--- src/hpsa_cfg.svh ---
// constants for the host port segment addressing block
// assumes inclusion by bare name from the design file
`ifndef HPSA_CFG_SVH
`define HPSA_CFG_SVH
`define HPSA_FN_CLEAR 2'h0
`define HPSA_FN_START20 2'h1
`define HPSA_FN_RESET 2'h2
`define HPSA_FN_START24 2'h3
`define HPSA_SHIFT_SMALL 4
`define HPSA_SHIFT_LARGE 8
`define HPSA_ADDR_W 24
`define HPSA_IO_W 16
`define HPSA_INT_LINES 8
`endif

--- src/hpsa_pkg.sv ---
// types for the host port segment addressing block
// assumes hpsa_cfg.svh is on the include path
package hpsa_pkg;
  typedef enum logic [2:0] {
    HPSA_HELD = 3'h0,
    HPSA_IDLE = 3'h1,
    HPSA_WAKE_SEG = 3'h3,
    HPSA_WAKE_OFF = 3'h2,
    HPSA_RUN = 3'h6
  } hpsa_state_e;
endpackage
--- src/hpsa_host_port.sv ---
// host port: programmed i/o decode, segment address conversion, interrupt
// assumes a bus front end that gives one-cycle io write and fetch strobes
//
// Behaviour
// [RULE_01] all addresses are computed and driven as full 24 bits
// [RULE_02] address is segment shifted left 4 or 8 plus offset
// [RULE_03] segmented addresses are fetched as segment and offset words
// [RULE_04] start with 01H selects 4-bit segment shift
// [RULE_05] start with 03H selects 8-bit segment shift
// [RULE_06] first start: wake-up address is strapped segment, zero offset
// [RULE_07] shift mode may change between successive starts
// [RULE_08] one strapped 8 or 16 bit port, io writes only
// [RULE_09] low two data bits select clear, start, reset, start
// [RULE_10] clear write drops any pending interrupt
// [RULE_11] device held in reset until a clear write arrives
// [RULE_12] first start fetches control-table addresses, only busy cleared
// [RULE_13] later starts fetch parameter block and run the command
// [RULE_14] reset write resets at once, ends operations, no status
// [RULE_15] clear release starts diagnostics; host must then init drives
// [RULE_16] interrupt drives one of eight lines picked by jumper
// [RULE_17] interrupt stays until clear, reset write, power-on or init
// [RULE_18] host keeps upper address bits zero on 16-bit systems
// [RULE_19] host aligns segment-addressed blocks to 16 or 256 bytes
// [RULE_20] wake-up block read once per reset, channel block address kept
// [RULE_21] interrupt on command, seek, media change; command one maskable
// [RULE_22] sum kept in 24 bits, carry out of bit 23 dropped
`timescale 1ns/1ns
`include "hpsa_cfg.svh"
module hpsa_host_port (
  input wire logic clk,
  input wire logic nrst,
  input wire logic init_n,
  input wire logic io_wr,
  input wire logic [15:0] io_addr,
  input wire logic [7:0] io_data,
  input wire logic [15:0] wake_address_straps,
  input wire logic io_addr_16,
  input wire logic [2:0] int_jumper,
  input wire logic cvt_req,
  input wire logic [15:0] cvt_seg,
  input wire logic [15:0] cvt_off,
  input wire logic word_valid,
  input wire logic [15:0] word_data,
  input wire logic ev_cmd_done,
  input wire logic ev_cmd_suppress,
  input wire logic ev_seek_done,
  input wire logic ev_media_change,
  output logic [23:0] mem_addr,
  output logic mem_addr_valid,
  output logic ctrl_reset,
  output logic diag_start,
  output logic wake_fetch,
  output logic iopb_fetch,
  output logic busy_clear,
  output logic shift_large,
  output logic [23:0] channel_control_block_addr,
  output logic channel_control_block_valid,
  output logic [7:0] int_out_n,
  output logic int_pending
);

  ////////////////////////////////////////////////////////////////////////////
  // input synchronisers: io pins and init come from the bus
  logic [1:0] wr_s;
  logic [1:0] init_s;
  logic [15:0] addr_s0, addr_s1;
  logic [7:0] data_s0, data_s1;
  logic wr_d;
  // straps and jumper are board pins as well; they settle long before use
  logic [15:0] strap_s0, strap_s1;
  logic [2:0] jmp_s0, jmp_s1;
  logic a16_s0, a16_s1;
  always_ff @(posedge clk) begin
    if (!nrst) begin
      wr_s <= 2'h0;
      init_s <= 2'h3;
      addr_s0 <= 16'h0000;
      addr_s1 <= 16'h0000;
      data_s0 <= 8'h00;
      data_s1 <= 8'h00;
      wr_d <= 1'b0;
      strap_s0 <= 16'h0000;
      strap_s1 <= 16'h0000;
      jmp_s0 <= 3'h0;
      jmp_s1 <= 3'h0;
      a16_s0 <= 1'b0;
      a16_s1 <= 1'b0;
    end else begin
      wr_s <= {wr_s[0], io_wr};
      init_s <= {init_s[0], init_n};
      addr_s0 <= io_addr;
      addr_s1 <= addr_s0;
      data_s0 <= io_data;
      data_s1 <= data_s0;
      wr_d <= wr_s[1];
      strap_s0 <= wake_address_straps;
      strap_s1 <= strap_s0;
      jmp_s0 <= int_jumper;
      jmp_s1 <= jmp_s0;
      a16_s0 <= io_addr_16;
      a16_s1 <= a16_s0;
    end
  end

  ////////////////////////////////////////////////////////////////////////////
  // port decode; reads never reach this block
  logic port_hit;
  logic wr_edge;
  logic [1:0] fn;
  logic do_clear, do_start, do_reset;
  always_comb begin
    if (a16_s1) begin
      port_hit = (addr_s1 == strap_s1); // [RULE_08]
    end else begin
      port_hit = (addr_s1[7:0] == strap_s1[7:0]); // [RULE_08]
    end
  end
  assign wr_edge = wr_s[1] && !wr_d && port_hit;
  assign fn = data_s1[1:0]; // [RULE_09]
  assign do_clear = wr_edge && (fn == `HPSA_FN_CLEAR);
  assign do_reset = wr_edge && (fn == `HPSA_FN_RESET);
  assign do_start = wr_edge &&
    ((fn == `HPSA_FN_START20) || (fn == `HPSA_FN_START24));

  ////////////////////////////////////////////////////////////////////////////
  // reset hold and control state machine
  hpsa_pkg::hpsa_state_e state;
  logic hard_rst;
  assign hard_rst = !nrst || !init_s[1];
  assign ctrl_reset = (state == hpsa_pkg::HPSA_HELD); // [RULE_11]
  always_ff @(posedge clk) begin
    if (hard_rst) begin
      state <= hpsa_pkg::HPSA_HELD;
    end else if (do_reset) begin
      state <= hpsa_pkg::HPSA_HELD; // [RULE_14]
    end else begin
      case (state)
        hpsa_pkg::HPSA_HELD: begin
          if (do_clear) begin
            state <= hpsa_pkg::HPSA_IDLE; // [RULE_11]
          end
        end
        hpsa_pkg::HPSA_IDLE: begin
          if (do_start) begin
            state <= hpsa_pkg::HPSA_WAKE_SEG; // [RULE_12] [RULE_20]
          end
        end
        hpsa_pkg::HPSA_WAKE_SEG: begin
          if (word_valid) begin
            state <= hpsa_pkg::HPSA_WAKE_OFF; // [RULE_03]
          end
        end
        hpsa_pkg::HPSA_WAKE_OFF: begin
          if (word_valid) begin
            state <= hpsa_pkg::HPSA_RUN;
          end
        end
        hpsa_pkg::HPSA_RUN: begin
          state <= hpsa_pkg::HPSA_RUN;
        end
        default: begin
          state <= hpsa_pkg::HPSA_HELD;
        end
      endcase
    end
  end

  ////////////////////////////////////////////////////////////////////////////
  // strobes to the command engine
  always_ff @(posedge clk) begin
    if (hard_rst || do_reset) begin
      diag_start <= 1'b0;
      wake_fetch <= 1'b0;
      iopb_fetch <= 1'b0;
      busy_clear <= 1'b0;
    end else begin
      diag_start <= (state == hpsa_pkg::HPSA_HELD) && do_clear; // [RULE_15]
      wake_fetch <= (state == hpsa_pkg::HPSA_IDLE) && do_start; // [RULE_06]
      iopb_fetch <= (state == hpsa_pkg::HPSA_RUN) && do_start; // [RULE_13]
      busy_clear <= (state == hpsa_pkg::HPSA_WAKE_OFF) &&
        word_valid; // [RULE_12]
    end
  end

  // mode follows every start outside reset hold, so starts may mix shifts
  always_ff @(posedge clk) begin
    if (hard_rst) begin
      shift_large <= 1'b0;
    end else if (do_start && !ctrl_reset) begin
      shift_large <= (fn == `HPSA_FN_START24); // [RULE_04] [RULE_05] [RULE_07]
    end
  end

  ////////////////////////////////////////////////////////////////////////////
  // address conversion, 24-bit wrap
  function automatic logic [23:0] seg_conv(input logic [15:0] seg,
                                           input logic [15:0] off,
                                           input logic big);
    logic [23:0] base;
    base = big ? {seg, 8'h00} : {4'h0, seg, 4'h0}; // [RULE_02]
    return base + {8'h00, off}; // [RULE_22]
  endfunction

  logic [15:0] wake_seg_v;
  // wake-up conversion uses the mode of the start being taken
  assign wake_seg_v = strap_s1;
  always_ff @(posedge clk) begin
    if (hard_rst || do_reset) begin
      mem_addr <= 24'h000000;
      mem_addr_valid <= 1'b0;
    end else if ((state == hpsa_pkg::HPSA_IDLE) && do_start) begin
      mem_addr <= seg_conv(wake_seg_v, 16'h0000,
                           fn == `HPSA_FN_START24); // [RULE_06] [RULE_01]
      mem_addr_valid <= 1'b1;
    end else if (cvt_req && (state == hpsa_pkg::HPSA_RUN)) begin
      mem_addr <= seg_conv(cvt_seg, cvt_off, shift_large); // [RULE_01]
      mem_addr_valid <= 1'b1;
    end else begin
      mem_addr_valid <= 1'b0;
    end
  end

  // channel control block pointer: offset word then segment word
  // the offset word stays in chan_off; the segment word is converted at once, not stored
  logic [15:0] chan_off;
  always_ff @(posedge clk) begin
    if (hard_rst || do_reset) begin
      chan_off <= 16'h0000;
      channel_control_block_addr <= 24'h000000;
      channel_control_block_valid <= 1'b0;
    end else if (word_valid && (state == hpsa_pkg::HPSA_WAKE_SEG)) begin
      chan_off <= word_data; // [RULE_03]
    end else if (word_valid && (state == hpsa_pkg::HPSA_WAKE_OFF)) begin
      channel_control_block_addr <=
        seg_conv(word_data, chan_off, shift_large); // [RULE_20]
      channel_control_block_valid <= 1'b1;
    end
  end

  ////////////////////////////////////////////////////////////////////////////
  // interrupt: set wins over clear in the same cycle
  logic int_set;
  assign int_set = !ctrl_reset && ((ev_cmd_done && !ev_cmd_suppress) ||
    ev_seek_done || ev_media_change); // [RULE_21]
  always_ff @(posedge clk) begin
    if (hard_rst) begin
      int_pending <= 1'b0;
    end else if (int_set && !do_reset) begin
      int_pending <= 1'b1;
    end else if (do_clear || do_reset) begin
      int_pending <= 1'b0; // [RULE_10] [RULE_17]
    end
  end
  always_ff @(posedge clk) begin
    if (hard_rst) begin
      int_out_n <= 8'hFF;
    end else begin
      int_out_n <= ~({7'h00, int_set || (int_pending &&
        !(do_clear || do_reset))} << jmp_s1); // [RULE_16]
    end
  end
endmodule

--- config.mk ---
export PLATFORM = sky130hd
export DESIGN_NAME = hpsa_host_port
export DESIGN_NICKNAME = d
export VERILOG_FILES = /design/src/hpsa_pkg.sv /design/src/hpsa_host_port.sv
export VERILOG_INCLUDE_DIRS = /design/src /design/src/src
export SDC_FILE = /design/constraint.sdc
export NUM_CORES = 1
export LEC_CHECK = 0
export BUFFER_PORTS_ARGS = -buffer_cell sky130_fd_sc_hd__buf_2
export CAP_MARGIN = 15
export CORE_MARGIN = 2
export CORE_UTILIZATION = 54
export DETAILED_ROUTE_END_ITERATION = 8
export GPL_TIMING_DRIVEN = 0
export HOLD_SLACK_MARGIN = 0.15
export PLACE_DENSITY_LB_ADDON = 0.2
export SYNTH_ARGS = -nofsm -noshare
export SYNTH_HDL_FRONTEND = slang
export SYNTH_SLANG_ARGS = --single-unit
--- constraint.sdc ---
create_clock -name clk -period 3.3 [get_ports clk]
set_input_delay 0.165 -clock clk [delete_from_list [all_inputs] [get_ports clk]]
set_output_delay 0.165 -clock clk [all_outputs]
set_load 0.03 [all_outputs]
[Word-level counts from Yosys, hierarchy flattened]
Index checks and enable logic that the tools add are counted.
W data, S select, Z words.
Word-level totals
  input bits: 102
  logic and storage cells: 96
  register bits: 164
  output and inout bits: 65
Cells by class
  shifts and indexed selects: 1
  mux-type cells: 15
  equality and inequality tests: 13
  reductions and logical operators: 37
  bitwise operators: 2
  add/subtract/negate cells: 2
Operators by type and width (number)
  $mux W24: 5
  $add A24 B16 Y24: 2
  $eq A16 B16 Y1: 1
  $logic_and A1 B1 Y1: 16
  $pmux W3 S5: 1
  $mux W3: 4
  $eq A8 B8 Y1: 1
  $not A8 Y8: 1
  $shl A1 B3 Y8: 1
  $logic_not A1 Y1: 7
  $logic_or A1 B1 Y1: 7
  $eq A3 B2 Y1 const B: 2
  $ne A2 B2 Y1 const B: 3
  $mux W1: 5
  $eq A2 B2 Y1 const B: 2
  $reduce_and A4 Y1: 1
  $reduce_bool A2 Y1: 2
  $eq A3 B1 Y1 const B: 1
  $eq A3 B3 Y1 const B: 1
  $logic_not A3 Y1: 1
  $eq A2 B1 Y1 const B: 1
  $logic_not A2 Y1: 1
  $ne A2 B1 Y1 const B: 1
  $reduce_and A2 Y1: 1
  2 further kinds: 2

[Longest topological paths before layout]
Gate-level depths: netlist of run 1.
  depth after elaboration: 10
  depth in mapped cells: 15
  depth with buffers taken out: 12

[Least setup slack after synthesis of run 1]
OpenSTA, ideal clock, no wires.
  kind: register to register
  from: register shift_large
  to: register channel_control_block_addr[20]
  arrival: 3.232 ns
  period minus slack after synthesis: 3.318 ns
  slack: -0.018 ns
  stages on the path, launching flop included: 14
  path buffers: 3
  cells stage by stage: dfxtp_1 -> buf_2 -> buf_6 -> clkbuf_1 -> mux2_2 -> ha_1 -> nand3_1 -> o211ai_1 -> a21oi_1 -> o2111a_1 -> nor2_2 -> nand3_1 -> xnor2_1 -> a211oi_1
Between the ends
  cells in the longest elaborated chain, start to end: 2
Ends and longest elaborated chain
  from (decl): RTL line hpsa_host_port.sv:55  | output logic shift_large,
  from (signal assigned): RTL line hpsa_host_port.sv:190  | shift_large <= (fn == `HPSA_FN_START24);
  $mux W24: RTL line hpsa_host_port.sv:200  | base = big ? {seg, 8'h00} : {4'h0, seg, 4'h0};
  $add A24 B16 Y24: RTL line hpsa_host_port.sv:201  | return base + {8'h00, off};
  to (signal assigned): RTL line hpsa_host_port.sv:234  | channel_control_block_addr <=
  to (decl): RTL line hpsa_host_port.sv:56  | output logic [23:0] channel_control_block_addr,
No other way between the ends.
A chain may end at the register's enable or synchronous reset.

[Worst setup path in the final report of run 1]
Same ends and word-level chain as after synthesis.

==> impl_metrics.tcl, run 1 <==
set metrics [dict create \
    status "complete, no violations" \
    hold-path-endpoint "shift_large" \
    critPathBufInv 3 \
    ant_nets 0 \
    placementRows 42 \
    totalWireLength_um 19700 \
    crit_path_end_kind "register" \
    worst_hold_path_type "in -> reg" \
    drtIter0Drc 553 \
    die_h_um 120 \
    crit_arrival_ns 3.49 \
    n_antenna_cell 0 \
    via_per_inst 5.24 \
    async_reset_ff_frac 0 \
    synth_top_area_share 0.451 \
    yosysWarnings 0 \
    ff2ff_setup_slack_ns 0.14 \
    grt-ovfl-total 0 \
    drc 0 \
    synth.area.top_cells "dfxtp_1 45%, and2_1 7.1%, nand2_1 5.2%" \
    final_hold_viol_count 0 \
    dr_total_vias 6522 \
    portBuffers 160 \
    grt_pass1_wl_um 30700 \
    yosys.area.top_type "dfxtp_1" \
    drv_slew 0 \
    fin_crit_ns 3.16 \
    hold_depth 3 \
    dpl.hpwl_um 13900 \
    synthFlopType "dfxtp_1" \
    yosysSeqAreaShare 0.451 \
    crit_type "reg -> reg" \
    max_stage_delay_ns 0.38 \
    ctsLongestPathBuffers 2 \
    cp_num_cells 13 \
    slowest_stage "ha_2" \
    tritoncts "built" \
    cp_cell_sequence "buf_6 -> buf_6 -> buf_6 -> mux2_2 -> ha_2 -> nand3_1 -> o211ai_1 -> a21oi_2 -> o2111a_1 -> nor2_2 -> nand3_1 -> xnor2_1 -> a211oi_1" \
    peakVddDrop_uv 359 \
    design_area_sq_um 9690 \
    whs_ns 0.171 \
    max_freq_mhz 317 \
    period_share 0.957 \
    cts_root_buffer "clkbuf_16" \
    min-delay-start "nrst" \
    avgSynthCellArea_sq_um 9.01 \
    grt_pass1_vias 6246 \
    core_area_sq_um 13200 \
    synth_common_cells "164 x dfxtp_1, 101 x nand2_1, 83 x and2_1" \
    worst_ep_required_time_ns 3.63 \
    cts_sinks 164 \
    r2r_end "channel_control_block_addr[20]" \
    grt_max_degree 17 \
    dpl_cell_area_sq_um 8310 \
    first_pass_iters 5 \
    final-setup-viol-count 0 \
    relSlewSlack 0.523 \
    syn_inst 809 \
    drive_gt1_frac 0.248 \
    path_clk_slew_ns 0.06 \
    rr_worst_depth 13 \
    worstSkewPairLatency_ns 0.43 \
    synth_edf_count 0 \
    powerDensity_nw_per_um2 465 \
    antenna_found_initial 0 \
    yosys.cell_types.count 52 \
    cts_max_level 4 \
    numCtsBuffers 17 \
    maxCapViolations 0 \
    nets 1184 \
    wl_per_cell_um 15.9 \
    tightest_slew_ns 0.710 \
    p_leak_uw 0.00407 \
    r2r_start "shift_large" \
    io_pins 167 \
    synth.most_common_cell "dfxtp_1" \
    synth_area_sq_um 7290 \
    grtUsageTotal 0.272 \
    globalplace.congestion 0.897 \
    synthToLayoutAreaGrowth_pct 32.9 \
    fp.dieW_um 120 \
    synth-seq-cells 164 \
    postSynthNetCount 937 \
    crit_top_cell "buf_6" \
    crit_family "compound AO/OA/AOI/OAI gates" \
    cp_max_fo 10 \
    cp-start-kind "register" \
    initial_utilization 0.552 \
    skew_ns 0.0117 \
    die-area_sq_um 14400 \
]
## what timing repair did
action                                  CTS  global route
hold buffers                             62             0
buffers inserted                          1             5
gates cloned                              0             0
pin swaps                                 1             6
gates resized for setup                   6            21
endpoints found under the setup margin   18            19
hold endpoints to repair                 63             0
## registers in the layout, summed over array words and instances, names as in the netlist, 8 cells and up, named ones only
name and count:
addr_s0 16, addr_s1 16, chan_off 16, channel_control_block_addr 24, int_out_n 8, mem_addr 24, strap_s0 16, strap_s1 16
## worst max path at each step
| stage | from | to | slack (ns) |
|---|---|---|---|
| after detailed placement | shift_large | mem_addr[20] | -0.19 |
| final | shift_large | channel_control_block_addr[20] | 0.14 |
| after global placement | shift_large | mem_addr[17] | -0.18 |
| after floorplan | shift_large | mem_addr[23] | 0.11 |
| after global routing | shift_large | channel_control_block_addr[19] | -0.01 |
| after CTS | shift_large | mem_addr[17] | 0.005 |
## worst min-delay path, delay by kind of cell
kind | cells | cell delay [ns]
compound gates | 1 | 0.07
buf+inv | 1 | 0.12
simple gates | 1 | 0.19
## area by class of cell
cell class / count / area, sq um
sequential: 164 / 3280
clock inverter: 11 / 141
buffer: 42 / 206
inverter: 11 / 41.3
multi-input combinational: 592 / 3850
tap: 176 / 220
timing repair buffer: 228 / 1470
clock buffer: 21 / 470
fill: 984 / 3500
## kinds of logic after synthesis
group,after synthesis,share of synthesized area
AO/OA/AOI/OAI,160,0.142
XOR/XNOR,42,0.0505
adder cells (fa/ha/maj),26,0.0467
buffers and inverters,53,0.0306
flip-flops,164,0.451
multiplexers,39,0.0574
AND/OR/NAND/NOR,325,0.222
## per-stage QoR
stage	util	setup slack, ns	setup TNS, ns	total power [uW]	std cells
6_report	0.734	0.143	0	4500	1245
5_1_grt	0.734	-0.0139	-0.0139	4650	1245
4_1_cts	0.725	0.00549	0	4500	1240
3_5_place_dp	0.630	-0.187	-1.53	2450	1145
3_3_place_gp	0.630	-0.181	-1.41	2440	1145
2_1_floorplan	-	0.108	0	2310	809
## per-layer routing
metal  vias to the layer above  routed length, um  part of all wire  track usage
met5                         -                  0                 0            0
met4                         0                345             0.017       0.0912
met3                        37               1370             0.069       0.0580
met2                       247               9090              0.46        0.434
met1                      2972               8940              0.45        0.367
li1                       3266                  -                 -            -
## report_power, final
part           switching (uW)  internal [uW]
Combinational             217            225
Sequential               21.2           2030
Clock                     817           1200
## placed cells by master (no fill, tap or decap), drive strengths merged, types with 26 or more instances in the layout
master and count:
a211oi 26, a21oi 68, and2 83, buf 183
clkbuf 46, dfxtp 164, dlygate4sd3 62, nand2 103
nor2 53, o21ai 26, xnor2 35
(Power assumes the default switching activity.)
==> run 2, diff against run 1 <==
- CORE_UTILIZATION: 54 -> 58
- CTS_CLUSTER_DIAMETER: unset -> 150
- TNS_END_PERCENT: unset -> 20
- clock period: 3.3 -> 4 ns (I/O delays scaled with it)
==> impl_metrics.tcl, run 2 (synthesis gave the netlist of run 1 again) <==
set metrics [dict create \
    tritoncts "built" \
    cts_max_level 4 \
    worstSkewPairLatency_ns 0.43 \
    die_h_um 116 \
    wl_per_cell_um 16.1 \
    layout_common_cells "173 x buf_2, 164 x dfxtp_1, 101 x nand2_1, 83 x and2_1, 68 x a21oi_1" \
    largest_registers "channel_control_block_addr x24, mem_addr x24" \
    fin_crit_ns 3.74 \
    drtIter0Drc 486 \
    die-area_sq_um 13500 \
    whs_ns 0.187 \
    period_share 0.935 \
    crit_path_end_kind "register" \
    grt_pass1_vias 6356 \
    slowest_stage "clkbuf_1" \
    peakVddDrop_uv 368 \
    final-setup-viol-count 0 \
    n_antenna_cell 0 \
    first_pass_iters 5 \
    fp.dieW_um 116 \
    cp_max_fo 10 \
    fin_setup_tns_ns 0 \
    drive_gt1_frac 0.227 \
    drc 0 \
    numCtsBuffers 17 \
    grt_pass1_wl_um 31200 \
    antenna_found_initial 0 \
    core_area_sq_um 12200 \
    tightest_slew_ns 0.676 \
    cp_cell_sequence "buf_2 -> buf_6 -> clkbuf_1 -> mux2_2 -> ha_1 -> o21a_1 -> o31a_1 -> o2111ai_2 -> a21oi_1 -> o21ai_2 -> xor2_1 -> nor2_1 -> a2111oi_4" \
    rsz0062_at_grt "no" \
    relSlewSlack 0.549 \
    p_leak_uw 0.00401 \
    powerDensity_nw_per_um2 380 \
    max_freq_mhz 267 \
    cts_sinks 164 \
    globalplace.congestion 0.906 \
    cts_root_buffer "clkbuf_16" \
    final_hold_viol_count 0 \
    status "complete, no violations" \
    placementRows 40 \
    portBuffers 160 \
    cp-start-kind "register" \
    path_clk_slew_ns 0.07 \
    final_common_cell "buf_2" \
    crit_type "reg -> reg" \
    grtUsageTotal 0.301 \
    drv_slew 0 \
    dr_total_vias 6572 \
    cts_setup_buffers 0 \
    skew_ns 0.0127 \
    worst_hold_path_type "in -> reg" \
    nets 1177 \
    synthToLayoutAreaGrowth_pct 30.1 \
    crit_arrival_ns 4.07 \
    via_per_inst 5.34 \
    grt-ovfl-total 0 \
    initial_utilization 0.599 \
    io_pins 167 \
    grt_max_degree 17 \
    totalWireLength_um 19900 \
    max_stage_delay_ns 0.45 \
    maxCapViolations 0 \
    ctsLongestPathBuffers 2 \
    ant_nets 0 \
    worst_ep_required_time_ns 4.33 \
    dpl.hpwl_um 13600 \
]
run 2: changes by cell type in the layout (fill, tap and decap cells not counted), sizes merged:
| cell | before | now |
|---|---|---|
| buf | 183 | 174 |
| bufinv | 2 | 0 |
| clkbuf | 46 | 48 |
| clkinv | 3 | 5 |
| clkinvlp | 1 | 0 |
| dlygate4sd3 | 62 | 61 |
| inv | 16 | 18 |
run 2: repair_timing:
item	4_1_cts	5_1_grt
hold buffers	61	0
gates resized for setup	0	0
hold endpoints to repair	63	0
run 2: power breakdown:
group          internal (uW)  switching (uW)
logic                    174             176
registers               1670            18.0
clock network            853             707
total                   2700             901
run 2: cell type report:
type | count | area, sq um
clock inverter | 12 | 113
tap | 168 | 210
fill | 872 | 2690
clock buffer | 20 | 457
timing repair buffer | 221 | 1410
sequential | 164 | 3280
multi-input combinational | 592 | 3780
inverter | 11 | 41.3
buffer | 42 | 181
run 2: critical path: cells and delay by family (launching register included):
kind | cells | cell delay [ns]
xor+xnor | 1 | 0.21
mux | 1 | 0.40
compound gates | 6 | 1.28
buf+inv | 3 | 0.88
simple gates | 1 | 0.10
flops | 1 | 0.39
fa+ha+maj | 1 | 0.38
run 2: layer usage:
metal | share of wire | track usage | vias up
li1 | - | - | 3256
met1 | 0.44 | 0.383 | 3025
met2 | 0.47 | 0.501 | 243
met3 | 0.058 | 0.0612 | 48
met4 | 0.028 | 0.122 | 0
met5 | 0 | 0 | -
run 2: path summary, 6_finish.rpt:
| check | depth (start not counted) | slack, ns | endpoint | startpoint |
|---|---|---|---|---|
| min reg2reg | 1 | 0.42 | init_s[1] | init_s[0] |
| max | 13 | 0.26 | mem_addr[20] | shift_large |
| max reg2reg | 13 | 0.26 | mem_addr[20] | shift_large |
| min | 3 | 0.19 | shift_large | nrst |
run 2: stage by stage:
step	util	instances	area [sq um]	power (uW)	setup WS, ns
6_report	0.779	1230	9480	3600	0.261
3_3_place_gp	0.682	1137	8300	2010	0.380
5_1_grt	0.779	1230	9480	3710	0.0542
2_1_floorplan	-	809	7290	1910	0.682
4_1_cts	0.779	1230	9480	3600	0.302
3_5_place_dp	0.682	1137	8300	2020	0.338
